**src/rtl/sfb_pkg.sv**
```systemverilog
// Package for the safety status flag bank: read commands, flag
// positions, register field layout and the monitored-condition carrier.
// Assumes one 10 MHz clock domain and an 8-bit serial read data path.
package sfb_pkg;

  // Read command codes of the serial front end (values arbitrary)
  localparam logic [7:0] CMD_RD_BUCK2_TEMP  = 8'h21;
  localparam logic [7:0] CMD_RD_STEPUP_FLT  = 8'h22;
  localparam logic [7:0] CMD_RD_STEPUP_TEMP = 8'h23;
  localparam logic [7:0] CMD_RD_SAFETY_ERR  = 8'h24;

  // Internal flag vector width and positions
  localparam int unsigned NFLAG = 13;
  localparam int unsigned F_B2_WARN  = 0;
  localparam int unsigned F_B2_SD    = 1;
  localparam int unsigned F_SU_SCG   = 2;
  localparam int unsigned F_SU_OVL   = 3;
  localparam int unsigned F_SU_SINK  = 4;
  localparam int unsigned F_SU_OVP   = 5;
  localparam int unsigned F_SU_GND   = 6;
  localparam int unsigned F_SU_WARN  = 7;
  localparam int unsigned F_SU_SD    = 8;
  localparam int unsigned F_IRQ_RB   = 9;
  localparam int unsigned F_RST_RB   = 10;
  localparam int unsigned F_NVM_CRC  = 11;
  localparam int unsigned F_CFG_CRC  = 12;

  // Flags that a read of each register may clear
  localparam logic [12:0] MASK_BUCK2_TEMP  = 13'h0003;
  localparam logic [12:0] MASK_STEPUP_FLT  = 13'h007c;
  localparam logic [12:0] MASK_STEPUP_TEMP = 13'h0180;
  localparam logic [12:0] MASK_SAFETY_ERR  = 13'h1e00;

  // Register field positions
  localparam int unsigned B_OT_WARN   = 0;
  localparam int unsigned B_OT_SD     = 1;
  localparam int unsigned B_SCG       = 0;
  localparam int unsigned B_OVL       = 1;
  localparam int unsigned B_SINK      = 2;
  localparam int unsigned B_OVP       = 3;
  localparam int unsigned B_GND       = 4;
  localparam int unsigned B_SPI_LO    = 0;
  localparam int unsigned B_IRQ_RB    = 2;
  localparam int unsigned B_RST_RB    = 3;
  localparam int unsigned B_NVM_CRC   = 4;
  localparam int unsigned B_CFG_CRC   = 5;

  // Reset values
  localparam logic [7:0]  RST_REG   = 8'h00;
  localparam logic [12:0] RST_FLAGS = 13'h0000;
  localparam logic [1:0]  RST_SPI   = 2'h0;

  // Serial error field encodings
  localparam logic [1:0] SPI_OK      = 2'h0;
  localparam logic [1:0] SPI_CMD_ERR = 2'h1;
  localparam logic [1:0] SPI_FMT_ERR = 2'h2;
  localparam logic [1:0] SPI_DO_ERR  = 2'h3;

  // Synchroniser depth and width for pin inputs
  localparam int unsigned SYNC_STAGES = 3;
  localparam int unsigned NMON        = 11;

  // Asynchronous monitor and read-back pins, one bit each
  typedef struct packed {
    logic reset_readback;
    logic irq_readback;
    logic step_up_overtemp_shutdown;
    logic step_up_overtemp_warning;
    logic step_up_ground_loss;
    logic step_up_overvoltage;
    logic step_up_highside_sink_limit;
    logic step_up_overload;
    logic step_up_short_to_ground;
    logic second_buck_overtemp_shutdown;
    logic second_buck_overtemp_warning;
  } sfb_mon_t;

endpackage : sfb_pkg

```
**src/rtl/sfb_sync.sv**
```systemverilog
// Three-stage synchroniser with agreement filter for a vector of pins.
// Assumes inputs are asynchronous to clk_i; output follows a change once
// the second and third stages agree.
`timescale 1ns/1ns
module sfb_sync #(
  parameter int unsigned W = 11
) (
  input  wire logic         clk_i,
  input  wire logic         rst_i,
  input  wire logic [W-1:0] async_i,
  output logic      [W-1:0] sync_o
);

  logic [W-1:0] s1_q;
  logic [W-1:0] s2_q;
  logic [W-1:0] s3_q;
  logic [W-1:0] out_q;
  logic [W-1:0] out_d;

  // Stage chain; first stage feeds only the second
  always_ff @(posedge clk_i or posedge rst_i) begin
    if (rst_i) begin
      s1_q  <= '0;
      s2_q  <= '0;
      s3_q  <= '0;
      out_q <= '0;
    end else begin
      s1_q  <= async_i;
      s2_q  <= s1_q;
      s3_q  <= s2_q;
      out_q <= out_d;
    end
  end

  // Accept a bit only where stages two and three agree
  assign out_d  = (s2_q & s3_q) | (out_q & (s2_q | s3_q));
  assign sync_o = out_q;

endmodule : sfb_sync

```
**src/rtl/sfb_flag_bank.sv**
```systemverilog
// Safety status flag bank: four read-only, read-to-clear status
// registers reached through dedicated serial read commands.
// Assumes a serial front end on clk_i that decodes frames and presents
// one-cycle read and write strobes plus frame error reports.
`timescale 1ns/1ns
module sfb_flag_bank (
  input  wire logic             clk_i,
  input  wire logic             rst_i,
  // Asynchronous monitor and read-back pins
  input  sfb_pkg::sfb_mon_t     mon_i,
  // Driven levels of the two checked output drivers
  input  wire logic             reset_output_n_i,
  input  wire logic             enable_drive_irq_output_i,
  // Checksum results from on-chip logic
  input  wire logic [7:0]       config_crc_calc_i,
  input  wire logic [7:0]       config_checksum_expected_i,
  input  wire logic [7:0]       nvm_crc_calc_i,
  input  wire logic [7:0]       nvm_crc_programmed_i,
  // Serial frame error report
  input  wire logic             spi_err_stb_i,
  input  wire logic [1:0]       spi_err_code_i,
  // Serial command port
  input  wire logic             rd_stb_i,
  input  wire logic             wr_stb_i,
  input  wire logic [7:0]       cmd_i,
  output logic                  rd_valid_o,
  output logic [7:0]            rd_data_o,
  output logic                  cmd_refused_o
);

  logic [sfb_pkg::NMON-1:0]  mon_s;
  sfb_pkg::sfb_mon_t         mon;
  logic [3:0]                rst_drv_q;
  logic [3:0]                irq_drv_q;
  logic [sfb_pkg::NFLAG-1:0] cond_vec;
  logic [sfb_pkg::NFLAG-1:0] clr_vec;
  logic [sfb_pkg::NFLAG-1:0] flags_q;
  logic [sfb_pkg::NFLAG-1:0] flags_d;
  logic [1:0]                spi_err_q;
  logic [1:0]                spi_err_d;
  logic [7:0]                rd_data_q;
  logic [7:0]                rd_data_d;
  logic                      rd_valid_q;
  logic                      refused_q;
  logic [7:0]                reg_b2_temp;
  logic [7:0]                reg_su_flt;
  logic [7:0]                reg_su_temp;
  logic [7:0]                reg_err;
  logic                      sel_b2;
  logic                      sel_flt;
  logic                      sel_sut;
  logic                      sel_err;
  logic                      sel_any;
  logic                      rd_take;
  logic                      err_read;
  logic                      spi_new;

  // Pin synchroniser for monitors and read-back
  sfb_sync #(
    .W (sfb_pkg::NMON)
  ) u_sync (
    .clk_i   (clk_i),
    .rst_i   (rst_i),
    .async_i (mon_i),
    .sync_o  (mon_s)
  );

  assign mon = sfb_pkg::sfb_mon_t'(mon_s);

  // Delay driven levels by the synchroniser's four-edge latency, so a
  // legal level change does not flag a false mismatch; both paths
  // leave reset at zero so no false mismatch follows reset either
  always_ff @(posedge clk_i or posedge rst_i) begin
    if (rst_i) begin
      rst_drv_q <= 4'h0;
      irq_drv_q <= 4'h0;
    end else begin
      rst_drv_q <= {rst_drv_q[2:0], reset_output_n_i};
      irq_drv_q <= {irq_drv_q[2:0], enable_drive_irq_output_i};
    end
  end

  // Monitored conditions, one per flag
  assign cond_vec[sfb_pkg::F_B2_WARN] =
    mon.second_buck_overtemp_warning;
  assign cond_vec[sfb_pkg::F_B2_SD]   =
    mon.second_buck_overtemp_shutdown;
  assign cond_vec[sfb_pkg::F_SU_SCG]  = mon.step_up_short_to_ground;
  assign cond_vec[sfb_pkg::F_SU_OVL]  = mon.step_up_overload;
  assign cond_vec[sfb_pkg::F_SU_SINK] =
    mon.step_up_highside_sink_limit;
  assign cond_vec[sfb_pkg::F_SU_OVP]  = mon.step_up_overvoltage;
  assign cond_vec[sfb_pkg::F_SU_GND]  = mon.step_up_ground_loss;
  assign cond_vec[sfb_pkg::F_SU_WARN] =
    mon.step_up_overtemp_warning;
  assign cond_vec[sfb_pkg::F_SU_SD]   =
    mon.step_up_overtemp_shutdown;
  assign cond_vec[sfb_pkg::F_IRQ_RB]  =
    mon.irq_readback ^ irq_drv_q[3];
  assign cond_vec[sfb_pkg::F_RST_RB]  =
    mon.reset_readback ^ rst_drv_q[3];
  assign cond_vec[sfb_pkg::F_NVM_CRC] =
    nvm_crc_calc_i != nvm_crc_programmed_i;
  assign cond_vec[sfb_pkg::F_CFG_CRC] =
    config_crc_calc_i != config_checksum_expected_i;

  // Command decode; writes and unknown codes are refused
  assign sel_b2  = cmd_i == sfb_pkg::CMD_RD_BUCK2_TEMP;
  assign sel_flt = cmd_i == sfb_pkg::CMD_RD_STEPUP_FLT;
  assign sel_sut = cmd_i == sfb_pkg::CMD_RD_STEPUP_TEMP;
  assign sel_err = cmd_i == sfb_pkg::CMD_RD_SAFETY_ERR;
  assign sel_any = sel_b2 | sel_flt | sel_sut | sel_err;
  assign rd_take  = rd_stb_i & sel_any;
  assign err_read = rd_take & sel_err;

  // Read-clear mask of the addressed register
  assign clr_vec = rd_take ?
    (({sfb_pkg::NFLAG{sel_b2}}  & sfb_pkg::MASK_BUCK2_TEMP)  |
     ({sfb_pkg::NFLAG{sel_flt}} & sfb_pkg::MASK_STEPUP_FLT)  |
     ({sfb_pkg::NFLAG{sel_sut}} & sfb_pkg::MASK_STEPUP_TEMP) |
     ({sfb_pkg::NFLAG{sel_err}} & sfb_pkg::MASK_SAFETY_ERR))
    : '0;

  // Per-flag latch: condition sets, read clears only when condition gone
  for (genvar i = 0; i < sfb_pkg::NFLAG; i++) begin : g_flag
    assign flags_d[i] = cond_vec[i] | (flags_q[i] & ~clr_vec[i]);
  end

  // Serial error field: newest error wins; read clears if none arrives
  assign spi_new   = spi_err_stb_i & (spi_err_code_i != sfb_pkg::SPI_OK);
  assign spi_err_d = spi_new  ? spi_err_code_i :
                     err_read ? sfb_pkg::SPI_OK :
                     spi_err_q;

  // Register images; reserved bits read zero
  assign reg_b2_temp = {6'h00,
    flags_q[sfb_pkg::F_B2_SD], flags_q[sfb_pkg::F_B2_WARN]};
  assign reg_su_flt  = {3'h0,
    flags_q[sfb_pkg::F_SU_GND], flags_q[sfb_pkg::F_SU_OVP],
    flags_q[sfb_pkg::F_SU_SINK], flags_q[sfb_pkg::F_SU_OVL],
    flags_q[sfb_pkg::F_SU_SCG]};
  assign reg_su_temp = {6'h00,
    flags_q[sfb_pkg::F_SU_SD], flags_q[sfb_pkg::F_SU_WARN]};
  assign reg_err     = {2'h0,
    flags_q[sfb_pkg::F_CFG_CRC], flags_q[sfb_pkg::F_NVM_CRC],
    flags_q[sfb_pkg::F_RST_RB], flags_q[sfb_pkg::F_IRQ_RB],
    spi_err_q};

  // Read data mux from pre-clear flag values
  assign rd_data_d = ({8{sel_b2}}  & reg_b2_temp) |
                     ({8{sel_flt}} & reg_su_flt)  |
                     ({8{sel_sut}} & reg_su_temp) |
                     ({8{sel_err}} & reg_err);

  // Flag and serial error state
  always_ff @(posedge clk_i or posedge rst_i) begin
    if (rst_i) begin
      flags_q   <= sfb_pkg::RST_FLAGS;
      spi_err_q <= sfb_pkg::RST_SPI;
    end else begin
      flags_q   <= flags_d;
      spi_err_q <= spi_err_d;
    end
  end

  // Read answer; data captured on the same edge the clear lands
  always_ff @(posedge clk_i or posedge rst_i) begin
    if (rst_i) begin
      rd_data_q  <= sfb_pkg::RST_REG;
      rd_valid_q <= 1'b0;
      refused_q  <= 1'b0;
    end else begin
      rd_data_q  <= rd_take ? rd_data_d : rd_data_q;
      rd_valid_q <= rd_take;
      refused_q  <= wr_stb_i | (rd_stb_i & ~sel_any);
    end
  end

  assign rd_valid_o    = rd_valid_q;
  assign rd_data_o     = rd_data_q;
  assign cmd_refused_o = refused_q;

  // Helper: command of the previous cycle
  logic [7:0] cmd_prev_q;
  always_ff @(posedge clk_i or posedge rst_i) begin
    if (rst_i) begin
      cmd_prev_q <= 8'h00;
    end else begin
      cmd_prev_q <= cmd_i;
    end
  end
endmodule : sfb_flag_bank

```
**config.mk**
```make
export PLATFORM = sky130hd
export DESIGN_NAME = sfb_flag_bank
export DESIGN_NICKNAME = d
export VERILOG_FILES = /design/src/rtl/sfb_pkg.sv /design/src/rtl/sfb_sync.sv /design/src/rtl/sfb_flag_bank.sv
export SDC_FILE = /design/constraint.sdc
export NUM_CORES = 1
export LEC_CHECK = 0
export BUFFER_PORTS_ARGS = -buffer_cell sky130_fd_sc_hd__buf_2
export CORE_UTILIZATION = 55
export CTS_CLUSTER_DIAMETER = 30
export DETAILED_ROUTE_END_ITERATION = 6
export PLACE_DENSITY = 0.81
export SLEW_MARGIN = 30
export SYNTH_ARGS = -nofsm -noshare
export SYNTH_HDL_FRONTEND = slang
export SYNTH_SLANG_ARGS = --single-unit
```
**constraint.sdc**
```tcl
create_clock -name clk_i -period 3.8 [get_ports clk_i]
set_input_delay 0 -clock clk_i [delete_from_list [all_inputs] [get_ports clk_i]]
set_output_delay 0 -clock clk_i [all_outputs]
set_load 0.03 [all_outputs]
```
# ---- Yosys cells after proc, flatten, opt, wreduce, memory -nomap -nowiden
# Cells that the tools add are included.
dict set report op_classes {
  add_sub_neg 0
  n_mul 0
  n_div 0
  magnitude_cmp 0
  eq_ne 6
  shift 0
  mux 3
  bitwise 64
  reduce_logical 2
}
# operator n
set ops {}
lappend ops {{8-bit by 6-bit == test with 1-bit output, second input constant} 4}
lappend ops {{8-bit OR} 3}
lappend ops {{11-bit bitwise AND} 2}
lappend ops {{11-bit OR} 2}
lappend ops {{1-bit bitwise AND} 17}
lappend ops {{1-bit OR} 17}
lappend ops {{8-bit by 2-bit bitwise AND with 8-bit output} 2}
lappend ops {{8-bit != test} 2}
lappend ops {{1-bit inverter} 14}
lappend ops {{13-bit 2-to-1 mux} 1}
lappend ops {{9-bit by 13-bit OR with 13-bit output} 1}
lappend ops {{7-bit by 9-bit OR with 9-bit output} 1}
lappend ops {{8-bit by 5-bit bitwise AND with 8-bit output} 1}
lappend ops {{8-bit by 6-bit bitwise AND with 8-bit output} 1}
lappend ops {{2-bit by 7-bit OR with 7-bit output} 1}
lappend ops {{2-bit 2-to-1 mux} 2}
lappend ops {{2-bit nonzero test} 2}
lappend ops {{1-bit XOR} 2}
dict set report word_totals {
  register_bits 77
  latch_bits 0
  ramBits 0
  romBits 0
  in_bits 60
  n_memories 0
}

# ---- Depth between registers and ports, before layout
dict set report depth {
  ltp_word 9
  mapped_depth 4
  depth_no_buf 3
}

# ---- By module
# Synthesis repeated with hierarchy kept, for this count alone.
dict set report unflattened {
  hier_cells 169
  area_unflattened_um2 2678.8
}
# module instances cells_each area_each_um2 seq_area_each_um2
set by_module_without_submodules {}
lappend by_module_without_submodules {sfb_flag_bank 1 113 1450.1 775.7}
lappend by_module_without_submodules {sfb_sync 1 56 1228.7 1101.1}

# ---- Worst setup path before layout
# Ideal clock, no wire load.
dict set report synth_path {
  path_kind {input port to flip-flop}
  start {input port cmd_i[1]}
  end {register rd_data_q[0], in the netlist rd_data_o[0]}
  setup_ns 0.125
  arrival_ns 0.943
  t_required_ns 3.675
  path_slack_ns 2.732
  stages 4
  path_buffers 1
  cell_sequence {clkbuf_1 o21ai_0 nand4_2 mux2_2}
}
dict set report synth_between {
  elab_chain_cells 5
}
# element line
set synth_lines {}
lappend synth_lines {{start, declared} sfb_flag_bank.sv:25} ;# input wire logic [7:0] cmd_i,
lappend synth_lines {{8-bit by 6-bit == test with 1-bit output, on equally long branches} {sfb_flag_bank.sv:108, sfb_flag_bank.sv:109}}
lappend synth_lines {{8-bit by 2-bit bitwise AND with 8-bit output, or another cell as far along} sfb_flag_bank.sv:150} ;# assign rd_data_d = ({8{sel_b2}} & reg_b2_temp) |
lappend synth_lines {{8-bit OR / 1-bit OR (equally long branches)} {sfb_flag_bank.sv:150, sfb_flag_bank.sv:112}}
lappend synth_lines {{8-bit OR / 1-bit OR (equally long branches)} {sfb_flag_bank.sv:151, sfb_flag_bank.sv:112}}
lappend synth_lines {{8-bit OR / 1-bit bitwise AND (equally long branches)} {sfb_flag_bank.sv:152, sfb_flag_bank.sv:113}}
lappend synth_lines {{end signal, assigned} sfb_flag_bank.sv:169} ;# rd_data_q <= sfb_pkg::RST_REG;
lappend synth_lines {{end signal, assigned} sfb_flag_bank.sv:173} ;# rd_data_q <= rd_take ? rd_data_d : rd_data_q;
lappend synth_lines {{end, declared} sfb_flag_bank.sv:41} ;# logic [7:0] rd_data_q;
# Parallel ways exist; a longest one is shown, timed or not.
# A chain may end at the register's enable or synchronous reset.

# ---- Worst setup path in the final report
dict set report layout_path {
  start {input port nvm_crc_calc_i[5]}
  end {register flags_q[11] (netlist bit)}
}
dict set report layout_between {
  elab_chain_cells 2
}
# element line
set layout_lines {}
lappend layout_lines {{start, declared} sfb_flag_bank.sv:17} ;# input wire logic [7:0] nvm_crc_calc_i,
lappend layout_lines {{8-bit != test} sfb_flag_bank.sv:103} ;# nvm_crc_calc_i != nvm_crc_programmed_i;
lappend layout_lines {{1-bit OR} sfb_flag_bank.sv:126} ;# assign flags_d[i] = cond_vec[i] | (flags_q[i] & ~clr_vec[i]);
lappend layout_lines {{named net flags_d, one bit} sfb_flag_bank.sv:38} ;# logic [sfb_pkg::NFLAG-1:0] flags_d;
lappend layout_lines {{end signal, assigned} sfb_flag_bank.sv:158} ;# flags_q <= sfb_pkg::RST_FLAGS;
lappend layout_lines {{end signal, assigned} sfb_flag_bank.sv:161} ;# flags_q <= flags_d;
lappend layout_lines {{end, declared} sfb_flag_bank.sv:37} ;# logic [sfb_pkg::NFLAG-1:0] flags_q;
# The timed path passes the listed nets, and every way through them passes these cells.

==> reports/summary.txt <==
post-DP HPWL = 2.77 mm
violated checks = design-rule violations
wire per inst = 13.2 µm
# diodes = 0
CP Cell Sequence = dlygate4sd3_1 -> buf_2 -> xnor2_1 -> dlygate4sd3_1 -> nand4_1 -> dlygate4sd3_1 -> a211o_1 -> dlygate4sd3_1
Final Critical Period = 2.52 ns
vias in the first global route = 1752
Hold Path Class = input port to flip-flop
CTS tree = yes
CP max stage delay = 0.56 ns
CTS H-Tree Depth = 3
CP endpoint kind = flip-flop
area delta synth->final = 32.0%
global-route usage over all layers = 0.198
Die Area = 0.00505 mm²
Starting Density = 0.586
CP most frequent cell = dlygate4sd3_1
Reg area = 0.00188 mm²
DRC violation count after routing = 10
first-pass GRT wire length = 7.45 mm
Num CTS Buffers = 9
final setup vio count = 0
remaining antenna violation count after routing = 0
Yosys warnings = 0
area occupied by multi-input gates = 718 µm²
Max-Slew Margin vs Limit = 0.464
Via-to-Cell Ratio = 5.04
Sink Count = 75
Leak = 0.00154 µW
remaining global-route overflow = 0
final hold vios = 0
core area = 0.00447 mm²
filler instances = 272
RSZ-0062 raised after global routing = false
num rows = 24
commonest non-fill, non-tap cell in the layout = dfrtp_1
I/O Buffers = 67
initial drt markers = 160
Yosys reg bits = 75
Final Max Slew Viols = 0
crit start category = input port
CP required = 4.01 ns
Pre-antenna DRT Iters = 6
I/O pins = 70
Die W = 71.0 µm
Yosys top cell area share = 0.716
mapped cell area = 0.00262 mm²
worst vdd ir = 0.399 mV
CTS max path bufs = 2
Max Clk Rate = 396 MHz
CP max FO = 1
Post-Syn Instances = 167
drt total wl = 4.29 mm
Layout Utilization = 0.773
synth unique cells = 30
routed via count = 1643
Die H = 71.0 µm
Avg Cell Area, Syn = 15.7 µm²
Yosys top cell by area = dfrtp_1
clk_lat worst skew = 0.33 ns
commonest cells after routing, fill and taps aside = dfrtp_1, buf_2, dlygate4sd3_1, xnor2_1, a21o_1
outcome = finished, violations left
Placer Congestion = 0.726
slowest library cell on the worst path = dlygate4sd3_1
worst clock skew = 0.00675 ns
CTS clock-pin slew for the worst setup and hold paths = 0.07 ns
initial antenna violation count = 0
proportion of layout cells with a drive suffix above 1 = 0.325
top post-synthesis cells by area = dfrtp_1, xnor2_1, maj3_1, a21o_1, o2bb2ai_1
PD cells = 464 mW/mm²
setup TNS = 0 ns
Max Cap Viol = 0
pin count of the biggest net entering global routing = 42
Nets = 329
CTS root buf = clkbuf_8
period utilisation layout = 0.664
Worst EP arrival = 2.74 ns
worst setup path class = input port to flip-flop
worst-margin pin slew = 0.802 ns
Seq/Total Area, Yosys = 0.716
[report_power, final]
group	leakage, µW	internal [µW]	switching (µW)
combinational	0.000594	81.9	75.8
sequential	0.000848	842	21.4
clock	0.0000926	320	263
[registers in the layout (all words and copies together), names as in the netlist]
| name | cells |
|---|---|
| u_sync.s3_q | 11 |
| rd_valid_o | 1 |
| rst_drv_q | 4 |
| rd_data_o | 6 |
| cmd_refused_o | 1 |
| irq_drv_q | 4 |
| u_sync.sync_o | 11 |
| u_sync.s1_q | 11 |
| flags_q | 13 |
| spi_err_q | 2 |
| u_sync.s2_q | 11 |
[critical path, delay by kind of cell]
family | cells | cell delay, ns
buffers and inverters | 5 | 2.34
AO/OA/AOI/OAI | 1 | 0.22
AND/OR/NAND/NOR | 1 | 0.07
XOR/XNOR | 1 | 0.11
[cells in the mapped netlist]
cell type / count
mux2_2: 2
nor4b_4: 1
nand3_1: 1
xor2_1: 2
nor2b_1: 4
a22oi_1: 3
or4bb_1: 2
xnor2_1: 16
nand2_1: 5
buf_4: 2
conb_1: 1
a21o_1: 12
maj3_1: 11
inv_1: 3
o221ai_1: 2
or2_2: 1
or3_1: 1
nand2b_1: 1
a211o_1: 2
o2bb2ai_1: 4
clkbuf_1: 1
nand3_2: 1
dfrtp_1: 75
o21ai_0: 1
mux2i_1: 2
a32o_1: 2
nand4_1: 5
nand4_2: 1
nor3b_1: 1
nand4b_1: 2
[metrics by stage]
step                      std cells  instance area, µm²  setup WS, ns  hold WS [ns]  power (µW)
after floorplan                 168                2630          1.89        0.0314         956
after global placement          285                3010          2.49         0.107        1010
after detailed placement        285                3010          2.45         0.109        1020
after CTS                       326                3460          1.30      0.000733        1630
after global routing            326                3460          1.20        0.0214        1680
final                           326                3460          1.28        0.0142        1610
[logic make-up (layout without fill, tap and decap cells)]
group / count (synthesis) / count (layout) / share of synthesized area
AOI/OAI and AO/OA: 26 / 26 / 0.0792
xor gates and xnor gates: 18 / 18 / 0.0601
adders and majority gates: 11 / 11 / 0.0420
buffers and inverters: 6 / 112 / 0.0115
DFF: 75 / 75 / 0.716
muxes: 4 / 4 / 0.0162
other: 1 / 2 / 0.00143
and+or+nand+nor: 26 / 26 / 0.0735
[layout make-up]
| cell class | instances | area share |
|---|---|---|
| clock buffers | 12 | 0.0420 |
| clock inverters | 4 | 0.0145 |
| inverters | 3 | 0.00325 |
| multi-input cells | 87 | 0.208 |
| flip-flops and latches | 75 | 0.542 |
| well taps | 52 | 0.0188 |
| repair buffers | 93 | 0.171 |
[timing repair]
item / in CTS / in global routing
resized for setup: 0 / 0
setup buffers: 0 / 0
hold buffers: 25 / 0
hold endpoints to repair: 58 / 0
[metal layers]
layer | global-route usage | share of wire | routed length (µm)
met5 | 0 | 0 | 0
met4 | 0.113 | 0.012 | 51
met3 | 0.0541 | 0.069 | 295
met2 | 0.314 | 0.47 | 2000
met1 | 0.249 | 0.45 | 1950
[worst paths after layout]
kind,startpoint,to,slack (ns),cells past startpoint
max reg2reg,flags_q[11],flags_q[11],2.49,2
min in group asynchronous,rst_i,u_sync.s3_q[1],0.37,3
min,config_checksum_expected_i[6],flags_q[12],0.01,4
min reg2reg,u_sync.s1_q[9],u_sync.s2_q[9],0.35,0
max,nvm_crc_calc_i[5],flags_q[11],1.28,8
max in group asynchronous,rst_i,u_sync.s3_q[4],2.50,4
Note: power is estimated with default switching activity, not from simulation.
